<file path="src/rtl/dfh_map.vh">
// Constants for the descriptor flag and field handling block.
`ifndef DFH_MAP_VH
`define DFH_MAP_VH
// Descriptor flag bit positions.
`define DFH_FLAG_FENCE 0
`define DFH_FLAG_BOF 1
`define DFH_FLAG_CRAV 2
`define DFH_FLAG_RCR 3
`define DFH_FLAG_RCI 4
// Descriptor byte offsets of the common fields.
`define DFH_OFF_CRA 8
`define DFH_OFF_SRC 16
`define DFH_OFF_DST 24
`define DFH_OFF_XSIZE 32
`define DFH_OFF_IHANDLE 36
// Record and read geometry.
`define DFH_REC_ALIGN_MASK 64'h0000_0000_0000_001f
`define DFH_SRC_ALIGN_MASK 64'h0000_0000_0000_003f
// Operation status codes.
`define DFH_ST_SUCCESS 6'h01
`define DFH_ST_FALSE_PRED 6'h02
`define DFH_ST_PARTIAL 6'h05
`define DFH_ST_INVALID_FLAGS 6'h10
`define DFH_ST_ABANDONED 6'h11
`define DFH_ST_BAD_SIZE 6'h13
`define DFH_ST_BAD_RECADDR 6'h14
`define DFH_ST_PAGE_FAULT 6'h03
`define DFH_ST_GENERIC_ERR 6'h1e
// Opcodes that matter to flag checking and second-source selection.
`define DFH_OP_NOOP 8'h00
`define DFH_OP_BATCH 8'h01
`define DFH_OP_DRAIN 8'h02
`define DFH_OP_COMPARE 8'h09
// AXI4-Lite register offsets.
`define DFH_REG_CTRL 12'h000
`define DFH_REG_WQMAX 12'h004
`define DFH_REG_WQBATCH 12'h008
`define DFH_REG_STATUS 12'h00c
`define DFH_REG_SWERR 12'h010
`define DFH_REG_COUNT 12'h014
// Reset values.
`define DFH_CTRL_RST 32'h0000_0000
`define DFH_WQMAX_RST 32'h0020_0000
`define DFH_WQBATCH_RST 32'h0000_0020
// Device capability caps.
`define DFH_CAP_MAX_XSIZE 32'h8000_0000
`define DFH_CAP_MAX_BATCH 32'h0000_0400
// AXI responses.
`define DFH_RESP_OKAY 2'b00
`define DFH_RESP_SLVERR 2'b10
`endif

</file>
<file path="src/rtl/dfh_core.v">
// Descriptor flag and field interpreter with an AXI4-Lite register slave.
`timescale 1ns/10ps
`include "dfh_map.vh"
module dfh_core (
  // Clock and reset.
  input wire aclk,
  input wire aresetn,
  // AXI4-Lite write address.
  input wire [11:0] s_axi_awaddr,
  input wire s_axi_awvalid,
  output wire s_axi_awready,
  // AXI4-Lite write data.
  input wire [31:0] s_axi_wdata,
  input wire [3:0] s_axi_wstrb,
  input wire s_axi_wvalid,
  output wire s_axi_wready,
  // AXI4-Lite write response.
  output reg [1:0] s_axi_bresp,
  output reg s_axi_bvalid,
  input wire s_axi_bready,
  // AXI4-Lite read address.
  input wire [11:0] s_axi_araddr,
  input wire s_axi_arvalid,
  output wire s_axi_arready,
  // AXI4-Lite read data.
  output reg [31:0] s_axi_rdata,
  output reg [1:0] s_axi_rresp,
  output reg s_axi_rvalid,
  input wire s_axi_rready,
  // Descriptor submission.
  input wire desc_valid,
  output wire desc_ready,
  input wire [7:0] desc_opcode,
  input wire [23:0] desc_flags,
  input wire desc_priv,
  input wire desc_in_batch,
  input wire desc_batch_first,
  input wire [63:0] desc_rec_addr,
  input wire [63:0] desc_src_addr,
  input wire [63:0] desc_dst_addr,
  input wire [31:0] desc_xfer_size,
  input wire [15:0] desc_int_handle,
  // Operation engine start and finish.
  output reg op_start,
  output reg [63:0] op_src_addr,
  output reg [63:0] op_src_read_addr,
  output reg [31:0] op_src_keep_bytes,
  output reg [63:0] op_dst_addr,
  output reg op_dst_is_src2,
  output reg [31:0] op_xfer_size,
  input wire op_done,
  input wire [5:0] op_status,
  // Page fault reporting from the engine.
  input wire pf_valid,
  input wire pf_critical,
  input wire pf_resolved,
  output reg pf_wait,
  output reg pf_partial,
  // Completion record writer.
  output reg rec_write,
  output reg [63:0] rec_addr,
  output reg [7:0] rec_status,
  output reg [23:0] rec_invalid_flags,
  input wire rec_done,
  // Completion interrupt.
  output reg cmpl_irq,
  output reg [15:0] cmpl_irq_handle,
  // Event log.
  output reg evlog_write,
  output reg [7:0] evlog_status
);

  // Controller states.
  localparam ST_IDLE = 3'd0;
  localparam ST_FENCE = 3'd1;
  localparam ST_RUN = 3'd2;
  localparam ST_BLOCK = 3'd3;
  localparam ST_RECORD = 3'd4;
  localparam ST_IRQ = 3'd5;
  localparam ST_LOG = 3'd6;

  ////////////////////////////////////////////////////////////////////////////
  // Register file.
  ////////////////////////////////////////////////////////////////////////////

  // Control: bit0 user interrupts enable, bit1 PASID enable, bit2 block-on-fault enable,
  // bit3 event log enable, bit4 drain variant uses destination as second source.
  reg [31:0] ctrl_reg;
  // Queue maximum transfer size and maximum batch size.
  reg [31:0] wq_max_reg;
  reg [31:0] wq_batch_reg;
  // Software error register, first error held until cleared by writing one.
  reg [31:0] swerr_reg;
  // Completed descriptor count.
  reg [31:0] count_reg;
  // Bus handshake holding registers.
  reg aw_full_reg;
  reg [11:0] aw_addr_reg;
  reg w_full_reg;
  reg [31:0] w_data_reg;
  reg [3:0] w_strb_reg;
  // Controller state.
  reg [2:0] state_reg;
  reg batch_fail_reg;
  reg batch_busy_reg;
  reg want_rec_reg;
  reg want_irq_reg;
  reg [5:0] final_st_reg;
  reg [23:0] bad_flags_reg;

  // Merge the write strobes into an old word.
  function [31:0] dfh_merge;
    input [31:0] old_v;
    input [31:0] new_v;
    input [3:0] strb;
    integer i;
    begin
      dfh_merge = old_v;
      for (i = 0; i < 4; i = i + 1) begin
        if (strb[i]) begin
          dfh_merge[i*8 +: 8] = new_v[i*8 +: 8];
        end
      end
    end
  endfunction

  // Decode whether an address hits a register.
  function dfh_mapped;
    input [11:0] a;
    begin
      dfh_mapped = (a == `DFH_REG_CTRL) || (a == `DFH_REG_WQMAX) ||
                   (a == `DFH_REG_WQBATCH) || (a == `DFH_REG_STATUS) ||
                   (a == `DFH_REG_SWERR) || (a == `DFH_REG_COUNT);
    end
  endfunction

  // Address and data are each taken alone; the response waits for both.
  assign s_axi_awready = !aw_full_reg && !s_axi_bvalid;
  assign s_axi_wready = !w_full_reg && !s_axi_bvalid;
  assign s_axi_arready = !s_axi_rvalid;
  wire wr_go = aw_full_reg && w_full_reg && !s_axi_bvalid;

  // Set when the controller logs an error into the software error register.
  wire swerr_set;
  wire [31:0] swerr_val;
  // A clear written in the same cycle as a new error must not swallow it.
  wire swerr_clr = wr_go && (aw_addr_reg == `DFH_REG_SWERR) && w_strb_reg[0] && w_data_reg[0];

  // Write channel and register updates; a hardware error set wins over a clear.
  always @(posedge aclk) begin
    if (!aresetn) begin
      aw_full_reg <= 1'b0;
      aw_addr_reg <= 12'h000;
      w_full_reg <= 1'b0;
      w_data_reg <= 32'h0000_0000;
      w_strb_reg <= 4'h0;
      s_axi_bvalid <= 1'b0;
      s_axi_bresp <= `DFH_RESP_OKAY;
      ctrl_reg <= `DFH_CTRL_RST;
      wq_max_reg <= `DFH_WQMAX_RST;
      wq_batch_reg <= `DFH_WQBATCH_RST;
      swerr_reg <= 32'h0000_0000;
    end else begin
      if (s_axi_awvalid && s_axi_awready) begin
        aw_full_reg <= 1'b1;
        aw_addr_reg <= s_axi_awaddr;
      end
      if (s_axi_wvalid && s_axi_wready) begin
        w_full_reg <= 1'b1;
        w_data_reg <= s_axi_wdata;
        w_strb_reg <= s_axi_wstrb;
      end
      if (s_axi_bvalid && s_axi_bready) begin
        s_axi_bvalid <= 1'b0;
      end
      if (wr_go) begin
        aw_full_reg <= 1'b0;
        w_full_reg <= 1'b0;
        s_axi_bvalid <= 1'b1;
        s_axi_bresp <= dfh_mapped(aw_addr_reg) ? `DFH_RESP_OKAY : `DFH_RESP_SLVERR;
        case (aw_addr_reg)
          `DFH_REG_CTRL: begin
            ctrl_reg <= dfh_merge(ctrl_reg, w_data_reg, w_strb_reg);
          end
          `DFH_REG_WQMAX: begin
            wq_max_reg <= dfh_merge(wq_max_reg, w_data_reg, w_strb_reg);
          end
          `DFH_REG_WQBATCH: begin
            wq_batch_reg <= dfh_merge(wq_batch_reg, w_data_reg, w_strb_reg);
          end
          `DFH_REG_SWERR: begin
            if (w_strb_reg[0] && w_data_reg[0]) begin
              swerr_reg <= 32'h0000_0000;
            end
          end
          default: begin
          end
        endcase
      end
      if (swerr_set && (!swerr_reg[0] || swerr_clr)) begin
        swerr_reg <= swerr_val;
      end
    end
  end

  // Read channel answers one cycle after the address is taken.
  always @(posedge aclk) begin
    if (!aresetn) begin
      s_axi_rvalid <= 1'b0;
      s_axi_rdata <= 32'h0000_0000;
      s_axi_rresp <= `DFH_RESP_OKAY;
    end else if (s_axi_arvalid && s_axi_arready) begin
      s_axi_rvalid <= 1'b1;
      s_axi_rresp <= dfh_mapped(s_axi_araddr) ? `DFH_RESP_OKAY : `DFH_RESP_SLVERR;
      case (s_axi_araddr)
        `DFH_REG_CTRL: s_axi_rdata <= ctrl_reg;
        `DFH_REG_WQMAX: s_axi_rdata <= wq_max_reg;
        `DFH_REG_WQBATCH: s_axi_rdata <= wq_batch_reg;
        `DFH_REG_STATUS: s_axi_rdata <= {26'h0, batch_fail_reg, batch_busy_reg, 1'b0, state_reg};
        `DFH_REG_SWERR: s_axi_rdata <= swerr_reg;
        `DFH_REG_COUNT: s_axi_rdata <= count_reg;
        default: s_axi_rdata <= 32'h0000_0000;
      endcase
    end else if (s_axi_rready) begin
      s_axi_rvalid <= 1'b0;
    end
  end

  ////////////////////////////////////////////////////////////////////////////
  // Descriptor checks.
  ////////////////////////////////////////////////////////////////////////////

  wire f_fence = desc_flags[`DFH_FLAG_FENCE];
  wire f_bof = desc_flags[`DFH_FLAG_BOF];
  wire f_crav = desc_flags[`DFH_FLAG_CRAV];
  wire f_rcr = desc_flags[`DFH_FLAG_RCR];
  wire f_rci = desc_flags[`DFH_FLAG_RCI];
  wire is_batch = (desc_opcode == `DFH_OP_BATCH);
  wire rci_rsvd = ctrl_reg[1] && !ctrl_reg[0] && !desc_priv;
  wire bof_rsvd = !ctrl_reg[2] || (desc_opcode == `DFH_OP_NOOP) ||
                  (desc_opcode == `DFH_OP_DRAIN) || is_batch;
  wire fence_rsvd = !desc_in_batch;
  wire [23:0] bad_flags = {19'h0, f_rci && rci_rsvd, 1'b0, 1'b0, f_bof && bof_rsvd,
                           f_fence && fence_rsvd};
  // size capped by queue and device maxima.
  wire [31:0] max_xfer = (wq_max_reg < `DFH_CAP_MAX_XSIZE) ? wq_max_reg : `DFH_CAP_MAX_XSIZE;
  wire [31:0] max_batch = (wq_batch_reg < `DFH_CAP_MAX_BATCH) ? wq_batch_reg
                          : `DFH_CAP_MAX_BATCH;
  wire size_bad = (desc_xfer_size == 32'h0) ||
                  (is_batch ? (desc_xfer_size < 32'h2 || desc_xfer_size > max_batch)
                            : (desc_xfer_size > max_xfer));
  wire rec_bad = f_crav && ((desc_rec_addr & `DFH_REC_ALIGN_MASK) != 64'h0);
  // widen unaligned source reads to 64-byte chunks.
  wire src_unal = ((desc_src_addr | {32'h0, desc_xfer_size}) & `DFH_SRC_ALIGN_MASK) != 64'h0;
  wire [63:0] src_base = desc_src_addr & ~`DFH_SRC_ALIGN_MASK;

  assign desc_ready = (state_reg == ST_IDLE);
  wire take = desc_valid && desc_ready;
  wire [5:0] pre_st = (bad_flags != 24'h0) ? `DFH_ST_INVALID_FLAGS :
                      size_bad ? `DFH_ST_BAD_SIZE :
                      rec_bad ? `DFH_ST_BAD_RECADDR : `DFH_ST_SUCCESS;
  wire need_rec = want_rec_reg || !((final_st_reg == `DFH_ST_SUCCESS) ||
                  (final_st_reg == `DFH_ST_FALSE_PRED) || (final_st_reg == `DFH_ST_PARTIAL));
  wire normal = (final_st_reg == `DFH_ST_SUCCESS) || (final_st_reg == `DFH_ST_FALSE_PRED);
  reg crav_reg;
  // Block-on-fault honoured for the descriptor in flight, latched on take.
  reg bof_go_reg;
  assign swerr_set = (state_reg == ST_LOG) && !ctrl_reg[3];
  assign swerr_val = {18'h0, final_st_reg, 7'h0, 1'b1};

  ////////////////////////////////////////////////////////////////////////////
  // Controller.
  ////////////////////////////////////////////////////////////////////////////

  // Sequences fence, run, fault wait, record, interrupt and logging.
  always @(posedge aclk) begin
    if (!aresetn) begin
      state_reg <= ST_IDLE;
      batch_fail_reg <= 1'b0;
      batch_busy_reg <= 1'b0;
      want_rec_reg <= 1'b0;
      want_irq_reg <= 1'b0;
      final_st_reg <= `DFH_ST_SUCCESS;
      bad_flags_reg <= 24'h0;
      crav_reg <= 1'b0;
      bof_go_reg <= 1'b0;
      count_reg <= 32'h0;
      op_start <= 1'b0;
      op_src_addr <= 64'h0;
      op_src_read_addr <= 64'h0;
      op_src_keep_bytes <= 32'h0;
      op_dst_addr <= 64'h0;
      op_dst_is_src2 <= 1'b0;
      op_xfer_size <= 32'h0;
      pf_wait <= 1'b0;
      pf_partial <= 1'b0;
      rec_write <= 1'b0;
      rec_addr <= 64'h0;
      rec_status <= 8'h00;
      rec_invalid_flags <= 24'h0;
      cmpl_irq <= 1'b0;
      cmpl_irq_handle <= 16'h0;
      evlog_write <= 1'b0;
      evlog_status <= 8'h00;
    end else begin
      op_start <= 1'b0;
      cmpl_irq <= 1'b0;
      evlog_write <= 1'b0;
      pf_partial <= 1'b0;
      case (state_reg)
        ST_IDLE: begin
          if (take) begin
            // A new batch clears the failure memory of the last one.
            if (desc_batch_first || !desc_in_batch) begin
              batch_fail_reg <= 1'b0;
            end
            batch_busy_reg <= desc_in_batch;
            want_rec_reg <= f_rcr && f_crav;
            want_irq_reg <= f_rci && !rci_rsvd;
            crav_reg <= f_crav;
            bof_go_reg <= f_bof && !bof_rsvd;
            bad_flags_reg <= bad_flags;
            rec_addr <= desc_rec_addr;
            cmpl_irq_handle <= (f_rci && !rci_rsvd) ? desc_int_handle : 16'h0;
            op_src_addr <= desc_src_addr;
            op_src_read_addr <= src_unal ? src_base : desc_src_addr;
            op_src_keep_bytes <= desc_xfer_size;
            op_dst_addr <= desc_dst_addr;
            op_dst_is_src2 <= (desc_opcode == `DFH_OP_COMPARE) ||
                              ((desc_opcode == `DFH_OP_DRAIN) && ctrl_reg[4]);
            op_xfer_size <= desc_xfer_size;
            if (desc_in_batch && !desc_batch_first && batch_fail_reg &&
                (f_fence || batch_fail_reg)) begin
              final_st_reg <= `DFH_ST_ABANDONED;
              state_reg <= ST_RECORD;
            end else if (pre_st != `DFH_ST_SUCCESS) begin
              final_st_reg <= pre_st;
              state_reg <= ST_RECORD;
            end else if (desc_in_batch && f_fence) begin
              state_reg <= ST_FENCE;
            end else begin
              op_start <= 1'b1;
              state_reg <= ST_RUN;
            end
          end
        end
        ST_FENCE: begin
          // Earlier members are serialised here, so they have already ended.
          op_start <= 1'b1;
          state_reg <= ST_RUN;
        end
        ST_RUN: begin
          if (pf_valid) begin
            if (pf_critical || bof_go_reg) begin
              pf_wait <= 1'b1;
              state_reg <= ST_BLOCK;
            end else begin
              pf_partial <= 1'b1;
              final_st_reg <= `DFH_ST_PAGE_FAULT;
              state_reg <= ST_RECORD;
            end
          end else if (op_done) begin
            final_st_reg <= (op_status == 6'h00) ? `DFH_ST_GENERIC_ERR : op_status;
            state_reg <= ST_RECORD;
          end
        end
        ST_BLOCK: begin
          if (pf_resolved) begin
            pf_wait <= 1'b0;
            state_reg <= ST_RUN;
          end
        end
        ST_RECORD: begin
          if (!normal) begin
            batch_fail_reg <= batch_busy_reg;
          end
          if (!rec_write) begin
            if (crav_reg && need_rec) begin
              rec_write <= 1'b1;
              rec_status <= {2'b00, final_st_reg};
              rec_invalid_flags <= bad_flags_reg;
            end else if (!crav_reg && !normal) begin
              state_reg <= ST_LOG;
            end else begin
              state_reg <= ST_IRQ;
            end
          end else if (rec_done) begin
            rec_write <= 1'b0;
            state_reg <= ST_IRQ;
          end
        end
        ST_LOG: begin
          // log to event log when enabled.
          evlog_write <= ctrl_reg[3];
          evlog_status <= {2'b00, final_st_reg};
          state_reg <= ST_IRQ;
        end
        ST_IRQ: begin
          cmpl_irq <= want_irq_reg;
          count_reg <= count_reg + 32'h1;
          state_reg <= ST_IDLE;
        end
        default: begin
          state_reg <= ST_IDLE;
        end
      endcase
    end
  end

endmodule // dfh_core

</file>
<file path="config.mk">
export PLATFORM = sky130hd
export DESIGN_NAME = dfh_core
export DESIGN_NICKNAME = d
export VERILOG_FILES = /design/src/rtl/dfh_core.v
export VERILOG_INCLUDE_DIRS = /design/src /design/src/rtl
export SDC_FILE = /design/constraint.sdc
export NUM_CORES = 1
export LEC_CHECK = 0
export BUFFER_PORTS_ARGS = -buffer_cell sky130_fd_sc_hd__buf_4
export CAP_MARGIN = 15
export CORE_AREA = 2 2 306 308
export CTS_CLUSTER_SIZE = 24
export DETAILED_ROUTE_END_ITERATION = 10
export DIE_AREA = 0 0 308 310
export HOLD_SLACK_MARGIN = 0.12
export PLACE_DENSITY = 0.49
export SETUP_SLACK_MARGIN = 0.15
export SYNTH_ARGS = -nofsm -noshare
export SYNTH_HDL_FRONTEND = slang
export SYNTH_SLANG_ARGS = --single-unit
</file>
<file path="constraint.sdc">
create_clock -name aclk -period 6.2 [get_ports aclk]
set_clock_uncertainty 0.15 [all_clocks]
set_input_delay 1.86 -clock aclk [delete_from_list [all_inputs] [get_ports aclk]]
set_output_delay 1.86 -clock aclk [all_outputs]
set_load 0.05 [all_outputs]
</file>
# == Word-level counts from Yosys, hierarchy flattened ==
# Cells that the tools add are included.
# word_totals
output_inout_bits,425
reg_bits,567
word_cells,259
input_bits,354
# classes
order_cmp,5
n_reduce_logical,110
bitwise_logic,3
n_addsub,1
mux,57
eq_ne,34
# ops
operator,n
$pmux 32 s6,1
$reduce_bool 64->1,2
$gt 32x32->1,2
$mux 32,2
$mux 14,4
$eq 12x4->1 const B,4
$eq 12x5->1 const B,4
$mux 6,8
$reduce_and 3->1,15
$add 32x1->32 const B,1
$logic_not 32->1,1
$lt 32x11->1 const B,1
$lt 32x2->1 const B,1
$lt 32x32->1 const B,1
$logic_and 1x1->1,31
$mux 3,10
$eq 12x3->1 const B,2
$logic_not 12->1,2
$reduce_bool 24->1,1
$logic_or 1x1->1,23
$mux 1,19
$pmux 3 s6,1
$logic_not 1->1,16
$mux 16,1
28 further kinds,57

# == Longest topological paths before layout ==
# logic_depth
depth_word,13
ltp_mapped,14
ltp_nobuf,13

# == Worst setup path after synthesis ==
# Ideal clock, no wire load.
# synth_path
path_type,input-to-reg
startpoint,in desc_xfer_size[30]
endpoint,reg final_st_reg[0]
required_ns,5.928
n_path_buf,0
path_stages,9
arrival_time_ns,3.729
setup_ns,0.122
slack_ns,2.199
path_cell_list,ha_1 > nand4_1 > nor4_1 > nand3_1 > nor3_1 > a21oi_2 > o211ai_4 > a21boi_2 > a311o_1
# synth_between
elab_chain_len,10
word_cells_on_any_way,16
cone_classes,3 x order compare; 2 x eq/ne; 7 x mux; 4 x reduce/logical
# synth_lines
element,line_no,source
"start, declared",dfh_core.v:41,"input wire [31:0] desc_xfer_size,"
$lt 32x2->1 / $gt 32x32->1 (equally long branches),dfh_core.v:250,(is_batch ? (desc_xfer_size < 32'h2 || desc_xfer_size > max_batch)
$logic_or 1x1->1,dfh_core.v:250,
$mux 1,dfh_core.v:250,
$logic_or 1x1->1 (*),dfh_core.v:249,wire size_bad = (desc_xfer_size == 32'h0) ||
$mux 5 (no line) (*) (2 in a row),--,
"parallel branches: the longest is 4 deep, another holds $ne 5x1->1",--,
"end signal, assigned",dfh_core.v:334,final_st_reg <= `DFH_ST_ABANDONED;
"end signal, assigned",dfh_core.v:337,final_st_reg <= pre_st;
"end signal, assigned",dfh_core.v:359,final_st_reg <= `DFH_ST_PAGE_FAULT;
"end, declared",dfh_core.v:108,reg [5:0] final_st_reg;
# Mark *: on every way between the ends. The select of a mux whose other input is x is not followed.
# A chain may end at the register's enable or synchronous reset.

# == Worst setup path in the final report ==
# layout_path
startpoint,reg wq_batch_reg[11]
endpoint,reg final_st_reg[4]
# layout_between
elab_chain_len,12
word_cells_on_any_way,15
cone_classes,2 x order compare; 2 x eq/ne; 8 x mux; 3 x reduce/logical
# layout_lines
element,line_no,source
"start, declared",dfh_core.v:91,reg [31:0] wq_batch_reg;
"start signal, assigned",dfh_core.v:161,wq_batch_reg <= `DFH_WQBATCH_RST;
"start signal, assigned",dfh_core.v:189,"wq_batch_reg <= dfh_merge(wq_batch_reg, w_data_reg, w_strb_reg);"
$lt 32x11->1 (no line),--,
$mux 32 (no line) (*),--,
$gt 32x32->1 (*),dfh_core.v:250,
$logic_or 1x1->1 (*),dfh_core.v:250,
$mux 1 (*),dfh_core.v:250,
$logic_or 1x1->1 (*),dfh_core.v:249,
$mux 5 (no line) (*) (2 in a row),--,
"parallel branches: the longest is 4 deep, another holds $ne 5x1->1",--,
# Marked as above.

==> results.toml <==
[logic_synthesis]
synthMuxAreaShare = 0.04398
syn-instance-count = 2756
synth-simple-area-share = 0.2281
synth.cell_area_um2 = 22020
ys_seq_area_frac = 0.4609
ys_types = 79
yosys.area.top_type = "dfxtp_1"
syn_area_per_cell_um2 = 7.990
synthAdderAreaFrac = 0.03693
synth_compound_area_frac = 0.1480
ys_seq_elements = 507
async_flop_share = 0
synth.area.top_cells = "dfxtp_1, nand2_1, a21oi_1"
ys_warn_count = 0
synth_edf_count = 0
synth_top_family_by_area = "simple AND/OR/NAND/NOR gates"
synth-xor-area-share = 0.009546
synth_top_area_frac = 0.4609
synth_ff_type = "dfxtp_1"

[sta]
hold_viol = 0
finalSetupTns_ns = 0
post-route-min-period_ns = 4.592
rsz0062_at_grt = "no"
timing.fmax_mhz = 217.8
maxSlewHeadroom = 0.2419
period_share = 0.7407
setup_viol = 0
setup_slack_ns = 1.608
slew_viol_final = 0
worst_pin_slew_ns = 1.128

[critical_path]
critPathArrivalTime_ns = 4.95
cp-end-kind = "register"
crit_type = "register to register"
startpoint_type = "register"
required_ns = 6.56
critical_path.max_fanout = 11

[global_route]
grt_pass1_vias = 19630
grt_pass1_wl_mm = 133.5
grt_max_degree = 184
antenna_found_initial = 7
grt-ovfl-total = 0
grtUsageTotal = 0.1880

[cells_and_area]
top_regs = "op_dst_addr (64), op_src_addr (64), rec_addr (64)"
finalNetCount = 3752
layout-drive-gt1-share = 0.2632
area_delta_synth_final_pct = 36.07
fill_cells = 9928

[power]
comb_power_share = 0.355
leakagePower_nw = 12.46
p_int_mw = 7.076
p_switching_mw = 5.042
swShare = 0.4161
power_density_nw_per_um2 = 404.4
peakVddDrop_mv = 0.2525
p_seq_frac = 0.330
pwr-share-clk = 0.315

[detailed_routing]
drt-initial-drc-count = 1635
drc_errors = 0
wl_met2_mm = 41.97
wl_met1_mm = 42.57
antenna_left = 0
wl_met3_mm = 8.228
drt_wl_total_mm = 95.21
maxUsedRoutingLayer = "met5"
wl_per_cell_um = 20.78
viasPerCell = 4.589
num_vias = 21020
first_pass_iters = 5

[floorplan]
num_rows = 112
dieArea_um2 = 95480
die_y_um = 310
start_util = 0.2381
die_w_um = 308
coreArea_um2 = 92490
io_pins = 779

[clock_network]
clockRootBuffer = "clkbuf_16"
cts_tree = "done"
clk_latency_ns = 0.67
numCtsBuffers = 60
post_cts_buffers = 0
hold_buffers = 0
ctsResizeCount = 0
clk_pin_slew_ns = 0.06
h-tree-depth = 2
clk_path_buf_depth = 3
cts_num_sinks = 507

[status]
outcome = "finished, final reports clean"

[run]
drv_cap = 0

[placement]
pre_cts_ws_ns = 1.301
dp_hpwl_mm = 72.06
gp_congestion = 0.8189
port-buffer-count = 732

[min_path]
hp-class = "register to register"
-- metal layers --
layer / global-route usage / vias to the layer above
met4: 0.05343 / 6
met3: 0.05966 / 118
li1: - / 10310
met1: 0.2547 / 9850
met5: 0 / -
met2: 0.2851 / 741
-- through the flow --
step / power, mW / cells / hold WS, ns / util / cell area (um^2)
global placement: 8.374 / 4468 / 0.2926 / 0.3009 / 27830
floorplan: 7.001 / 2802 / 0.2800 / - / 22190
detailed placement: 8.380 / 4468 / 0.2976 / 0.3009 / 27830
global route: 12.67 / 4581 / 0.3221 / 0.3240 / 29960
CTS: 12.25 / 4578 / 0.3058 / 0.3239 / 29960
finish: 12.12 / 4581 / 0.3013 / 0.3240 / 29960
-- synthesized netlist by cell type, types with 14 or more instances --
library cell	number
clkbuf_1	124
buf_2	25
dfxtp_1	507
a21oi_1	445
o21ai_0	29
nor3_1	14
a22oi_1	27
buf_4	122
nand3_1	37
a22o_1	27
nor2_1	240
nor4_1	25
ha_1	65
mux2i_1	90
nand2_1	768
xor2_1	18
nand4_1	21
-- worst paths after layout --
kind | start | to | slack [ns] | cells past startpoint
worst max register to register | wq_batch_reg[11] | final_st_reg[4] | 1.61 | 12
worst min-delay path | op_dst_addr[46] | op_dst_addr[46] | 0.30 | 2
worst min register to register | op_dst_addr[46] | op_dst_addr[46] | 0.30 | 2
worst max-delay path | wq_batch_reg[11] | final_st_reg[4] | 1.61 | 12
-- cell usage in the layout (no fill, tap or decap), drive strengths merged, types with 6 or more instances in the layout --
cell    synthesis  layout
or3            13      13
nor2          245     245
nand2         768     768
and2           12      12
or4             7       7
mux2i          90      90
nand4          21      21
bufinv          0       7
xor2           18      18
a21oi         447     447
nor2b          11      11
conb            2      48
o211ai          7       7
xnor2           6       6
a22o           27      27
a22oi          27      27
nor4           26      26
a211oi          8       8
o21ai          30      30
clkinv          1      14
buf           154     748
nor3           15      15
inv             8      13
and3           12      12
nand3          38      38
clkbuf        125      83
dfxtp         507     507
ha             65      65
-- area by class of cell --
type	count	area, um^2	share of cell area
Inverter	9	50.05	0.001670
Multi-Input combinational cell	2007	10470	0.3494
Tap cell	1197	1498	0.04999
Sequential cell	507	10150	0.3387
Clock inverter	27	384.1	0.01282
Antenna cell	3	7.507	0.0002506
Timing Repair Buffer	748	5665	0.1891
Clock buffer	83	1738	0.05800
-- logic make-up after synthesis --
group,count (synthesis)
and+or+nand+nor,1199
AOI/OAI and AO/OA,576
DFF,507
buffers and inverters,288
muxes,95
adders and majority gates,65
xor gates and xnor gates,24
other,2
-- power by group through the flow --
stage | clock network [mW] | registers (mW) | logic, mW
6_report | 3.82 | 4.00 | 4.30
5_1_grt | 4.05 | 4.05 | 4.57
4_1_cts | 3.93 | 4.00 | 4.32
3_5_place_dp | 0 | 4.07 | 4.32
3_3_place_gp | 0 | 4.05 | 4.32
2_1_floorplan | 0 | 5.09 | 1.91
-- critical path, cell delays in order, from the launching register on --
cell	delay, ns
dfxtp_1	0.32
nor4_1	0.49
nand4_1	0.22
nor4_2	0.88
nand2_1	0.15
ha_1	0.34
nand4_1	0.16
nor4_1	0.29
nand2_1	0.08
o21ai_0	0.65
nor2_1	0.25
o31ai_1	0.33
a211oi_1	0.12
No activity file was read; power rests on OpenSTA's default activity.
